## src/inc/swp_map.vh

```
`ifndef SWP_MAP_VH
`define SWP_MAP_VH
// Command opcodes
`define SWP_OP_SET_LATCH 8'h06
`define SWP_OP_CLR_LATCH 8'h04
`define SWP_OP_RD_STATUS 8'h05
`define SWP_OP_WR_STATUS 8'h01
`define SWP_OP_WRITE 8'h02
`define SWP_OP_READ 8'h03
// Status field positions
`define SWP_SR_HPE 7
`define SWP_SR_BPHI 3
`define SWP_SR_BPLO 2
`define SWP_SR_WEL 1
`define SWP_SR_WIP 0
// Protected ranges, array address bits 11:0
`define SWP_QTR_BASE 12'hc00
`define SWP_HALF_BASE 12'h800
// Nonvolatile reset contents: loaded on every reset
`define SWP_NV_RESET 3'h0
// Internal write cycle time in us and in system clocks
`define SWP_TWC_US 5000
`define SWP_CLK_MHZ 50
`define SWP_TWC_CYC (`SWP_TWC_US * `SWP_CLK_MHZ)
`endif

```

## src/hw/swp_core.v

```verilog
`timescale 1ns/1ps
`include "swp_map.vh"
module swp_core #(
    parameter TWC_CYC = `SWP_TWC_CYC
) (
    // Clock and reset
    input wire sys_clk_in,
    input wire rst_in,
    // Serial pins
    input wire sck_in,
    input wire cs_n_in,
    input wire si_in,
    input wire wp_n_in,
    output reg so_out,
    output reg so_oe_n_out,
    // Array write port towards the memory
    output reg arr_we_out,
    output reg [11:0] arr_addr_out,
    output reg [7:0] arr_data_out,
    // Status view
    output reg [7:0] status_out
);

localparam ST_CMD = 3'h0;
localparam ST_ADDR = 3'h1;
localparam ST_WDATA = 3'h2;
localparam ST_READ_STATUS_CMD = 3'h3;
localparam ST_IGN = 3'h4;

wire [3:0] pins_s;
reg sck_d_r;
reg [2:0] st_r;
reg [7:0] sh_r;
reg [2:0] bit_r;
reg [3:0] acnt_r;
reg [15:0] addr_r;
reg [7:0] cmd_r;
reg [7:0] page_r [0:31];
reg [4:0] pcnt_r;
reg [5:0] nbytes_r;
reg wel_r;
reg hpe_r;
reg bphi_r;
reg bplo_r;
reg wip_r;
reg [31:0] twc_r;
reg [4:0] wr_idx_r;
reg [7:0] rd_sh_r;
reg armed_r;
reg [2:0] nv_new_r;
reg wr_is_sr_r;
reg [11:0] wr_base_r;
reg cs_d_r;
integer i;

wire sck_s = pins_s[0];
wire cs_n_s = pins_s[1];
wire si_s = pins_s[2];
wire wp_n_s = pins_s[3];
wire sck_rise = sck_s & ~sck_d_r;
wire sck_fall = ~sck_s & sck_d_r;
wire cs_rise = cs_n_s & ~cs_d_r;
wire [7:0] byte_in = {sh_r[6:0], si_s};

// Block protection decode, used only at launch of an array write
function prot_hit;
    input hi;
    input lo;
    input [11:0] a;
    begin
        case ({hi, lo})
            2'b00: prot_hit = 1'b0;
            2'b01: prot_hit = (a >= `SWP_QTR_BASE);
            2'b10: prot_hit = (a >= `SWP_HALF_BASE);
            default: prot_hit = 1'b1;
        endcase
    end
endfunction

wire hw_prot = ~wp_n_s & hpe_r;
wire [7:0] sr_val = {hpe_r, 3'h0, bphi_r, bplo_r, wel_r, wip_r};
wire [4:0] page_off = addr_r[4:0];

swp_sync #(
    .WIDTH(4),
    .RST_VAL(4'ha)
) u_sync (
    .sys_clk_in(sys_clk_in),
    .rst_in(rst_in),
    .async_in({wp_n_in, si_in, cs_n_in, sck_in}),
    .sync_out(pins_s)
);

// Edge history of the synchronised pins
always @(posedge sys_clk_in) begin
    if (rst_in) begin
        sck_d_r <= 1'b0;
        cs_d_r <= 1'b1;
    end else begin
        sck_d_r <= sck_s;
        cs_d_r <= cs_n_s;
    end
end

// Serial command decoder; the bit count decides whether select rose on a byte boundary
always @(posedge sys_clk_in) begin
    if (rst_in) begin
        st_r <= ST_CMD;
        sh_r <= 8'h00;
        bit_r <= 3'h0;
        acnt_r <= 4'h0;
        addr_r <= 16'h0000;
        cmd_r <= 8'h00;
        pcnt_r <= 5'h0;
        nbytes_r <= 6'h0;
        rd_sh_r <= 8'h00;
    end else if (cs_n_s) begin
        st_r <= ST_CMD;
        bit_r <= 3'h0;
        acnt_r <= 4'h0;
        nbytes_r <= 6'h0;
        if (!cs_rise) begin
            cmd_r <= 8'h00;
        end
    end else if (sck_rise) begin
        sh_r <= byte_in;
        bit_r <= bit_r + 3'h1;
        if (bit_r == 3'h7) begin
            case (st_r)
                ST_CMD: begin
                    cmd_r <= byte_in;
                    if (byte_in == `SWP_OP_WRITE && !wip_r) begin
                        st_r <= ST_ADDR;
                    end else if (byte_in == `SWP_OP_RD_STATUS) begin
                        st_r <= ST_READ_STATUS_CMD;
                        rd_sh_r <= sr_val;
                    end else if (byte_in == `SWP_OP_WR_STATUS && !wip_r) begin
                        st_r <= ST_WDATA;
                    end else begin
                        st_r <= ST_IGN;
                    end
                end
                ST_ADDR: begin
                    addr_r <= {addr_r[7:0], byte_in};
                    acnt_r <= acnt_r + 4'h1;
                    if (acnt_r == 4'h1) begin
                        st_r <= ST_WDATA;
                        pcnt_r <= 5'h0;
                    end
                end
                ST_WDATA: begin
                    page_r[page_off + pcnt_r] <= byte_in;
                    pcnt_r <= pcnt_r + 5'h1;
                    if (nbytes_r != 6'h20) begin
                        nbytes_r <= nbytes_r + 6'h1;
                    end
                end
                ST_READ_STATUS_CMD: begin
                    rd_sh_r <= sr_val; // Status repeats per byte
                end
                default: begin
                    st_r <= ST_IGN;
                end
            endcase
        end
    end
end

// Serial output: shifted after falling clock, released when deselected
always @(posedge sys_clk_in) begin
    if (rst_in) begin
        so_out <= 1'b0;
        so_oe_n_out <= 1'b1;
    end else if (cs_n_s || st_r != ST_READ_STATUS_CMD) begin
        so_oe_n_out <= 1'b1;
        so_out <= 1'b0;
    end else if (sck_fall) begin
        so_oe_n_out <= 1'b0;
        so_out <= rd_sh_r[3'h7 - bit_r];
    end
end

// Latch, nonvolatile bits and launch of internal write cycles on select rise
always @(posedge sys_clk_in) begin
    if (rst_in) begin
        wel_r <= 1'b0;
        {hpe_r, bphi_r, bplo_r} <= `SWP_NV_RESET;
        wip_r <= 1'b0;
        twc_r <= 32'h0;
        armed_r <= 1'b0;
        nv_new_r <= 3'h0;
        wr_is_sr_r <= 1'b0;
        wr_base_r <= 12'h000;
        wr_idx_r <= 5'h0;
        arr_we_out <= 1'b0;
        arr_addr_out <= 12'h000;
        arr_data_out <= 8'h00;
    end else begin
        arr_we_out <= 1'b0;
        if (cs_rise && bit_r == 3'h0) begin
            case (cmd_r)
                `SWP_OP_SET_LATCH: begin
                    if (st_r == ST_IGN) begin
                        wel_r <= 1'b1;
                    end
                end
                `SWP_OP_CLR_LATCH: begin
                    if (st_r == ST_IGN) begin
                        wel_r <= 1'b0;
                    end
                end
                `SWP_OP_WR_STATUS: begin
                    if (st_r == ST_WDATA && nbytes_r == 6'h1 && wel_r && !hw_prot) begin
                        wip_r <= 1'b1;
                        wr_is_sr_r <= 1'b1;
                        nv_new_r <= {sh_r[`SWP_SR_HPE], sh_r[`SWP_SR_BPHI],
                            sh_r[`SWP_SR_BPLO]};
                        twc_r <= TWC_CYC;
                    end
                end
                `SWP_OP_WRITE: begin
                    if (st_r == ST_WDATA && nbytes_r != 6'h0 && wel_r
                        && !prot_hit(bphi_r, bplo_r, addr_r[11:0])) begin
                        wip_r <= 1'b1;
                        wr_is_sr_r <= 1'b0;
                        wr_base_r <= {addr_r[11:5], 5'h00};
                        wr_idx_r <= 5'h0;
                        armed_r <= 1'b1;
                        twc_r <= TWC_CYC;
                    end
                end
                default: begin
                end
            endcase
        end
        // Timer runs on regardless of traffic, so a frame never stalls it
        if (wip_r) begin
            // Page contents go out one word per clock while the timer runs
            if (armed_r) begin
                arr_we_out <= 1'b1;
                arr_addr_out <= wr_base_r | {7'h00, wr_idx_r};
                arr_data_out <= page_r[wr_idx_r];
                wr_idx_r <= wr_idx_r + 5'h1;
                if (wr_idx_r == 5'h1f) begin
                    armed_r <= 1'b0;
                end
            end
            if (twc_r > 32'h1) begin
                twc_r <= twc_r - 32'h1;
            end else begin
                wip_r <= 1'b0;
                // A set-latch landing in the same cycle wins
                if (!(cs_rise && bit_r == 3'h0 && cmd_r == `SWP_OP_SET_LATCH
                    && st_r == ST_IGN)) begin
                    wel_r <= 1'b0;
                end
                if (wr_is_sr_r) begin
                    {hpe_r, bphi_r, bplo_r} <= nv_new_r;
                end
            end
        end
    end
end

// Registered status view
always @(posedge sys_clk_in) begin
    if (rst_in) begin
        status_out <= 8'h00;
    end else begin
        status_out <= sr_val;
    end
end

endmodule // swp_core

```

## src/hw/swp_sync.v

```verilog
`timescale 1ns/1ps
// Two flip-flop synchroniser for the serial pins
module swp_sync #(
    parameter WIDTH = 4,
    // Idle level of each pin, so reset does not fake an edge
    parameter [WIDTH-1:0] RST_VAL = {WIDTH{1'b0}}
) (
    // Clock and reset
    input wire sys_clk_in,
    input wire rst_in,
    // Asynchronous levels
    input wire [WIDTH-1:0] async_in,
    // Synchronised levels
    output reg [WIDTH-1:0] sync_out
);

reg [WIDTH-1:0] meta_r;

// First stage feeds only the second
always @(posedge sys_clk_in) begin
    if (rst_in) begin
        meta_r <= RST_VAL;
        sync_out <= RST_VAL;
    end else begin
        meta_r <= async_in;
        sync_out <= meta_r;
    end
end

endmodule // swp_sync

```

## config.mk

```make
export PLATFORM = sky130hd
export DESIGN_NAME = swp_core
export DESIGN_NICKNAME = d
export VERILOG_FILES = /design/src/hw/swp_core.v /design/src/hw/swp_sync.v
export VERILOG_INCLUDE_DIRS = /design/src /design/src/inc
export SDC_FILE = /design/constraint.sdc
export NUM_CORES = 1
export LEC_CHECK = 0
export BUFFER_PORTS_ARGS = -buffer_cell sky130_fd_sc_hd__buf_2
export CAP_MARGIN = 20
export CORE_UTILIZATION = 45
export DETAILED_ROUTE_END_ITERATION = 12
export GPL_ROUTABILITY_DRIVEN = 0
export PLACE_DENSITY_LB_ADDON = 0.3
export SLEW_MARGIN = 20
export SYNTH_ARGS = -nofsm -noshare
export SYNTH_HDL_FRONTEND = slang
export SYNTH_SLANG_ARGS = --single-unit
```

## constraint.sdc

```tcl
create_clock -name sys_clk_in -period 3 [get_ports sys_clk_in]
set_input_delay 0 -clock sys_clk_in [delete_from_list [all_inputs] [get_ports sys_clk_in]]
set_output_delay 0 -clock sys_clk_in [all_outputs]
set_load 0.005 [all_outputs]
```

==> flow_summary.yaml, run 1 <==
outcome:
  status: "finished, final reports clean"
clock_tree:
  root_buffer: "clkbuf_16"
  cts_sinks: 402
  clkLatencyLatePin_ps: 530
  post_cts_buffers: 0
  tritoncts: "done"
  h-tree-depth: 2
  cts_inserted_buffers: 40
  clockBufferDepth: 3
  clk_pin_slew_worst_paths_ps: 60
detailed_routing:
  drtIter0Drc: 776
  ant_nets: 0
  first_pass_iters: 5
  drc_errors: 0
  vias: 10300
  routed_wl_um: 37500
  route.detailed.wl_per_inst_um: 20.8
  via_per_inst: 5.75
worst_setup_path:
  path_max_fanout: 5
  path_cells: "ha_1 -> fa_1 -> a21o_1 -> a21oi_1 -> xnor2_1 -> nand3_1 -> nor2_1 -> buf_4"
  critPathMaxStageDelay_ps: 440
  path_buf_inv: 1
  r2r-start: "pcnt_r[0]"
  critPathLaunch: "pcnt_r[0]"
  r2r_setup_slack_ps: 270
  cp_slowest_cell: "fa_1"
  r2r_cells: 8
  startpoint_type: "flop"
  cp_data_required_time_ps: 3240
  cp_top_family: "adder cells"
  cp-end-kind: "flop"
  critPathArrivalTime_ps: 2970
  r2r-end: "page_r[10][2]"
  crit_cells: 8
  path_class: "flop to flop"
  cp-endpoint: "page_r[10][2]"
placed_design:
  hpwl_um: 24100
  io_buffers: 33
  place_inst: 1723
floorplan:
  io_pins: 37
  die-area_um2: 37700
  rows: 69
  core-area_um2: 35900
  die_h_um: 194
  start_util: 0.462
  die_w_um: 194
power:
  power_density_nw_per_um2: 562
  leakagePower_nw: 6.78
  peakVddDrop_mv: 0.378
  fin_total_pwr_mw: 10.7
final_layout:
  diodes: 0
  area_growth_syn_to_layout_pct: 14.7
  nets: 1333
  final_common_cell: "edfxtp_1"
  multiInputGateArea_um2: 5660
  layout_common_cells: "edfxtp_1 (256), dfxtp_1 (144), nor2_1 (130)"
  finalNonFillerCells: 1798
  fillers: 2961
  ff_latch_area_um2: 10600
  final_layout_size_suffix_gt1_frac: 0.201
sta:
  max_freq_mhz: 367
  finalHoldViolCount: 0
  fin_skew_ps: 12.0
  setup_viol: 0
  slew_violations: 0
  worst_slew_pin_slew_ps: 760
  rsz0062_at_grt: "no"
  min_period_over_period: 0.909
  slew_headroom: 0.486
  tns_ps: 0
  timing.final.crit_period_ps: 2730
logic_synthesis:
  synth-main-ff-cell: "edfxtp_1"
  avgSynthCellArea_um2: 13.8
  ys_seq_area_frac: 0.639
  ys_ff_latch: 402
  syn_inst: 1202
  async_flop_share: 0
  yosysWarnings: 0
  synth.cell_area_um2: 16600
  synth_cell_type_count: 84
  synth-edff-count: 256
hold_path:
  worstHoldPathType: "input port to flop"
global_routing:
  grt_pass1_wl_um: 59000
  grt_overflow: 0
  grt_max_degree: 57
  grt_usage: 0.202
  grt_pass1_vias: 10400
  antenna_found_initial: 0
flow_run:
  drv_cap: 0
per-layer routing:
layer,vias to the layer above,part of all wire,GRT usage
li1,4842,-,-
met1,5129,0.44,0.273
met2,293,0.48,0.334
met3,68,0.058,0.0325
met4,0,0.026,0.0638
met5,-,0,0
synth_stat cells (14+ instances only):
library cell,n,area [um^2]
edfxtp_1,256,7690
dfxtp_1,146,2920
nor2_1,130,488
mux2i_1,67,671
mux4_2,57,1280
a21oi_1,49,245
nand2_1,49,184
clkbuf_1,37,139
nand3_1,24,120
o21ai_0,24,120
nor3_1,21,105
nor2b_1,19,119
nor4_1,18,113
ha_1,17,213
inv_1,17,63.8
a21o_1,14,105
or3_1,14,87.6
worst reg2reg max path: cells and delay by family, from the launching register on:
kind	cells	cell delay, ps
xor+xnor	1	340
flops	1	340
compound gates	2	430
fa+ha+maj	2	660
simple gates	2	490
buf+inv	1	180
cells by family after synthesis:
family / after synthesis / share of synthesized area
flops: 402 / 0.639
simple gates: 365 / 0.113
compound gates: 192 / 0.0839
mux: 125 / 0.118
buf+inv: 79 / 0.0211
xor+xnor: 20 / 0.0105
fa+ha+maj: 18 / 0.0140
other cells: 1 / 0.000226
per-stage QoR:
step | instance area, um^2 | util | setup slack, ps | hold slack, ps
CTS | 19100 | 0.531 | 311 | 166
finish | 19100 | 0.531 | 274 | 196
global placement | 17800 | 0.494 | 352 | 189
detailed placement | 17800 | 0.494 | 335 | 190
floorplan | 16600 | - | 454 | 104
global route | 19100 | 0.531 | 107 | 200
registers in the layout, indices dropped and copies added, names as in the netlist, 5 cells and up:
register,flops
addr_r,12
arr_addr_out,12
arr_data_out,8
cmd_r,8
nbytes_r,6
page_r,256
pcnt_r,5
rd_sh_r,5
sh_r,8
status_out,5
twc_r,32
wr_base_r,7
wr_idx_r,5
repair_timing:
item | CTS | global route
endpoints found under the hold margin | 11 | 0
hold buffers | 5 | 0
gates resized for setup | 0 | 0
worst min-delay path by stage:
| stage | from | to | slack, ps | depth (start not counted) |
|---|---|---|---|---|
| after floorplan | cs_n_in | u_sync.meta_r[1] | 100 | 1 |
| after CTS | wp_n_in | u_sync.meta_r[3] | 170 | 3 |
| after global placement | wp_n_in | u_sync.meta_r[3] | 190 | 2 |
| after detailed placement | wp_n_in | u_sync.meta_r[3] | 190 | 2 |
| after global routing | cs_n_in | u_sync.meta_r[1] | 200 | 3 |
| final | cs_n_in | u_sync.meta_r[1] | 200 | 3 |
cell type report:
class	count	share of cell area
well taps	461	0.0303
flip-flops and latches	402	0.557
repair buffers	124	0.0466
clock inverters	17	0.00814
multi-input cells	723	0.297
inverters	18	0.00355
clock buffers	53	0.0573
power by group:
| part | internal, mW | switching [mW] |
|---|---|---|
| Combinational | 0.0255 | 0.0543 |
| Sequential | 5.82 | 0.00463 |
| Clock | 2.81 | 1.99 |
No activity file was read; power rests on OpenSTA's default activity.
==> run 2, diff against run 1 <==
- CTS_BUF_LIST: default -> sky130_fd_sc_hd__clkbuf_4 sky130_fd_sc_hd__clkbuf_8 sky130_fd_sc_hd__clkbuf_16
==> flow_summary.yaml, run 2 (synthesis results as in run 1) <==
floorplan:
  core-area_um2: 35900
  rows: 69
  start_util: 0.462
  io_pins: 37
  die-area_um2: 37700
  die_h_um: 194
  die_w_um: 194
clock_tree:
  clockBufferDepth: 3
  cts_sinks: 402
  post_cts_buffers: 0
  tritoncts: "done"
  h-tree-depth: 2
  cts_inserted_buffers: 40
  clk_pin_slew_worst_paths_ps: 60
  root_buffer: "clkbuf_16"
  clkLatencyLatePin_ps: 530
detailed_routing:
  drc_errors: 0
  first_pass_iters: 5
  ant_nets: 0
  route.detailed.wl_per_inst_um: 20.9
  drtIter0Drc: 797
  vias: 10400
  routed_wl_um: 37600
  via_per_inst: 5.78
worst_setup_path:
  cp-end-kind: "flop"
  startpoint_type: "flop"
  path_class: "flop to flop"
  critPathArrivalTime_ps: 2990
  r2r-start: "pcnt_r[0]"
  critPathLaunch: "pcnt_r[0]"
  path_max_fanout: 5
  cp_data_required_time_ps: 3250
global_routing:
  grt_overflow: 0
  grt_pass1_wl_um: 59100
  grt_pass1_vias: 10400
  grt_usage: 0.202
  antenna_found_initial: 0
  grt_max_degree: 57
sta:
  holdWs_ps: 195
  setup_viol: 0
  rsz0062_at_grt: "no"
  worst_slew_pin_slew_ps: 752
  timing.final.crit_period_ps: 2740
  fin_skew_ps: 17.0
  slew_headroom: 0.491
  max_freq_mhz: 365
  slew_violations: 0
  min_period_over_period: 0.913
  finalHoldViolCount: 0
  tns_ps: 0
power:
  peakVddDrop_mv: 0.378
  fin_total_pwr_mw: 10.8
  leakagePower_nw: 6.81
  power_density_nw_per_um2: 566
placed_design:
  io_buffers: 33
  place_inst: 1723
  hpwl_um: 24100
final_layout:
  area_growth_syn_to_layout_pct: 15.0
  nets: 1333
  diodes: 0
  finalNonFillerCells: 1798
  regMostFlops: "page_r"
  final_layout_size_suffix_gt1_frac: 0.209
  final_common_cell: "edfxtp_1"
  largest_reg_flops: 256
  top_regs: "page_r (256), twc_r (32)"
  layout_common_cells: "edfxtp_1 (256), dfxtp_1 (144), nor2_1 (130)"
hold_path:
  hold_start: "cs_n_in"
  worstHoldPathType: "input port to flop"
flow_run:
  drv_cap: 0
outcome:
  status: "finished, final reports clean"
-- run 2: cell count changes in the layout (fill, tap and decap cells not counted) --
cell | before | now
clkbuf_1 | 10 | 0
clkbuf_4 | 0 | 10
-- run 2: worst max-delay path, cell delays in order, from the launching register on --
cell,delay (ps)
dfxtp_1,340
ha_1,220
fa_1,440
a21o_1,180
a21oi_1,250
xnor2_1,340
nand3_1,270
nor2_1,230
buf_4,190
-- run 2: repair_timing --
| action | CTS | global route |
|---|---|---|
| gates resized for setup | 0 | 0 |
| hold buffers | 5 | 0 |
| hold endpoints to repair | 11 | 0 |
-- run 2: layout make-up --
class                      instances  area (um^2)
tap                              461          577
inverter                          18         67.6
fill                            2963        16800
multi-input combinational        723         5660
sequential                       402        10600
clock buffer                      53         1130
clock inverter                    17          155
timing repair buffer             124          888
-- run 2: power by group --
group | internal (mW) | total [mW] | switching, mW
sequential | 5.82 | 5.83 | 0.00458
combinational | 0.0255 | 0.0796 | 0.0541
clock | 2.90 | 4.90 | 2.00
total | 8.74 | 10.8 | 2.06
-- run 2: path summary, 6_finish.rpt --
path / cells past startpoint / slack (ps) / endpoint
hold reg to reg: 1 / 410 / u_sync.sync_out[3]
hold / removal: 3 / 200 / u_sync.meta_r[1]
setup reg to reg: 8 / 260 / page_r[10][2]
setup / recovery: 8 / 260 / page_r[10][2]
-- run 2: layer usage --
layer	global-route usage	part of all wire
met1	0.273	0.43
met2	0.334	0.48
met3	0.0325	0.063
met4	0.0638	0.026
met5	0	0
-- run 2: per-stage QoR --
step	cell area, um^2	util	worst slack [ps]
final	19100	0.532	261
after detailed placement	17800	0.494	335
after global routing	19100	0.532	107
after global placement	17800	0.494	352
after floorplan	16600	-	454
after CTS	19100	0.532	311
==> run 3, diff against run 2 <==
- RECOVER_POWER: default -> 25
==> flow_summary.yaml, run 3 (synthesis results as in run 1) <==
worst_setup_path:
  cp-end-kind: "flop"
  cp_data_required_time_ps: 3250
  critPathArrivalTime_ps: 2980
  path_class: "flop to flop"
  startpoint_type: "flop"
  path_max_fanout: 5
  r2r_cells: 8
detailed_routing:
  ant_nets: 0
  route.detailed.wl_per_inst_um: 20.9
  vias: 10400
  drc_errors: 0
  drtIter0Drc: 849
  first_pass_iters: 5
  routed_wl_um: 37600
  via_per_inst: 5.78
placed_design:
  hpwl_um: 24100
  place_inst: 1723
  io_buffers: 33
final_layout:
  nets: 1333
  area_growth_syn_to_layout_pct: 14.7
  diodes: 0
  largest_reg_flops: 256
  final_common_cell: "edfxtp_1"
  layout_common_cells: "edfxtp_1 (256), dfxtp_1 (144), nor2_1 (130)"
  top_regs: "page_r (256), twc_r (32)"
  regMostFlops: "page_r"
  final_layout_size_suffix_gt1_frac: 0.195
  finalNonFillerCells: 1798
clock_tree:
  root_buffer: "clkbuf_16"
  post_cts_buffers: 0
  tritoncts: "done"
  clockBufferDepth: 3
  cts_inserted_buffers: 40
  h-tree-depth: 2
  clkLatencyLatePin_ps: 530
  clk_pin_slew_worst_paths_ps: 60
  cts_sinks: 402
sta:
  setup_viol: 0
  timing.final.crit_period_ps: 2730
  max_freq_mhz: 366
  finalHoldViolCount: 0
  rsz0062_at_grt: "no"
  worst_slew_pin_slew_ps: 2010
  min_period_over_period: 0.911
  slew_violations: 151
  tns_ps: 0
  slew_headroom: -0.337
  fin_skew_ps: 16.3
power:
  p_comb_frac: 0.007
  power_density_nw_per_um2: 567
  p_seq_frac: 0.540
  swShare: 0.190
  power.internal_mw: 8.74
  p_sw_mw: 2.06
  leakagePower_nw: 6.73
  peakVddDrop_mv: 0.377
  clockPowerShare: 0.453
global_routing:
  grt_usage: 0.202
  antenna_found_initial: 0
  grt_pass1_wl_um: 59100
  grt_overflow: 0
  grt_pass1_vias: 10400
  grt_max_degree: 57
hold_path:
  worstHoldPathType: "input port to flop"
  min_path_cells: 3
flow_run:
  drv_cap: 4
floorplan:
  die_h_um: 194
  rows: 69
  die_w_um: 194
  start_util: 0.462
  core-area_um2: 35900
  die-area_um2: 37700
  io_pins: 37
outcome:
  violations: "max-capacitance violations, max-slew violations"
  status: "complete, but fails checks"
-- run 3: changes by cell type in the layout (fill, tap and decap cells not counted), sizes merged --
cell	change
clkbuf	+18
buf	-18
-- run 3: critical path: stages, from the launching register on --
cell and delay, ps:
dfxtp_1 340, ha_1 220, fa_1 440, a21o_1 180, a21oi_1 250, xnor2_1 330, nand3_1 270, nor2_1 230
buf_4 190
-- run 3: area by class of cell --
cell class                      instances  area, um^2
Sequential cell                       402       10600
Clock buffer                           53        1130
Tap cell                              461         577
Clock inverter                         17         155
Fill cell                            2968       16900
Timing Repair Buffer                  124         848
Multi-Input combinational cell        723        5660
Inverter                               18        67.6
-- run 3: per-layer routing --
metal / up-vias / part of all wire / track usage
met3: 68 / 0.064 / 0.0325
li1: 4840 / - / -
met5: - / 0 / 0
met1: 5148 / 0.43 / 0.273
met2: 332 / 0.48 / 0.334
met4: 0 / 0.026 / 0.0638
-- run 3: power by group through the flow --
stage / Clock (mW) / Combinational, mW / Sequential (mW)
floorplan: 0 / 0.0511 / 5.95
global placement: 0 / 0.0742 / 5.95
detailed placement: 0 / 0.0749 / 5.95
CTS: 4.98 / 0.0797 / 5.83
global route: 5.21 / 0.0857 / 5.82
finish: 4.89 / 0.0785 / 5.83
-- run 3: repair_timing --
item,4_1_cts,5_1_grt
gates resized for setup,0,0
hold endpoints to repair,11,0
hold buffers,5,0
-- run 3: final timing paths --
kind | start | to | slack (ps)
max | pcnt_r[0] | page_r[10][2] | 270
min reg2reg | u_sync.meta_r[3] | u_sync.sync_out[3] | 410
max reg2reg | pcnt_r[0] | page_r[10][2] | 270
min | cs_n_in | u_sync.meta_r[1] | 200
-- run 3: metrics by stage --
| step | hold WS (ps) | worst slack, ps | power (mW) | util | instance area [um^2] |
|---|---|---|---|---|---|
| after floorplan | 104 | 454 | 6.00 | - | 16600 |
| after CTS | 166 | 311 | 10.9 | 0.532 | 19100 |
| after global routing | 200 | 107 | 11.1 | 0.530 | 19100 |
| after global placement | 189 | 352 | 6.02 | 0.494 | 17800 |
| final | 198 | 266 | 10.8 | 0.530 | 19100 |
| after detailed placement | 190 | 335 | 6.02 | 0.494 | 17800 |
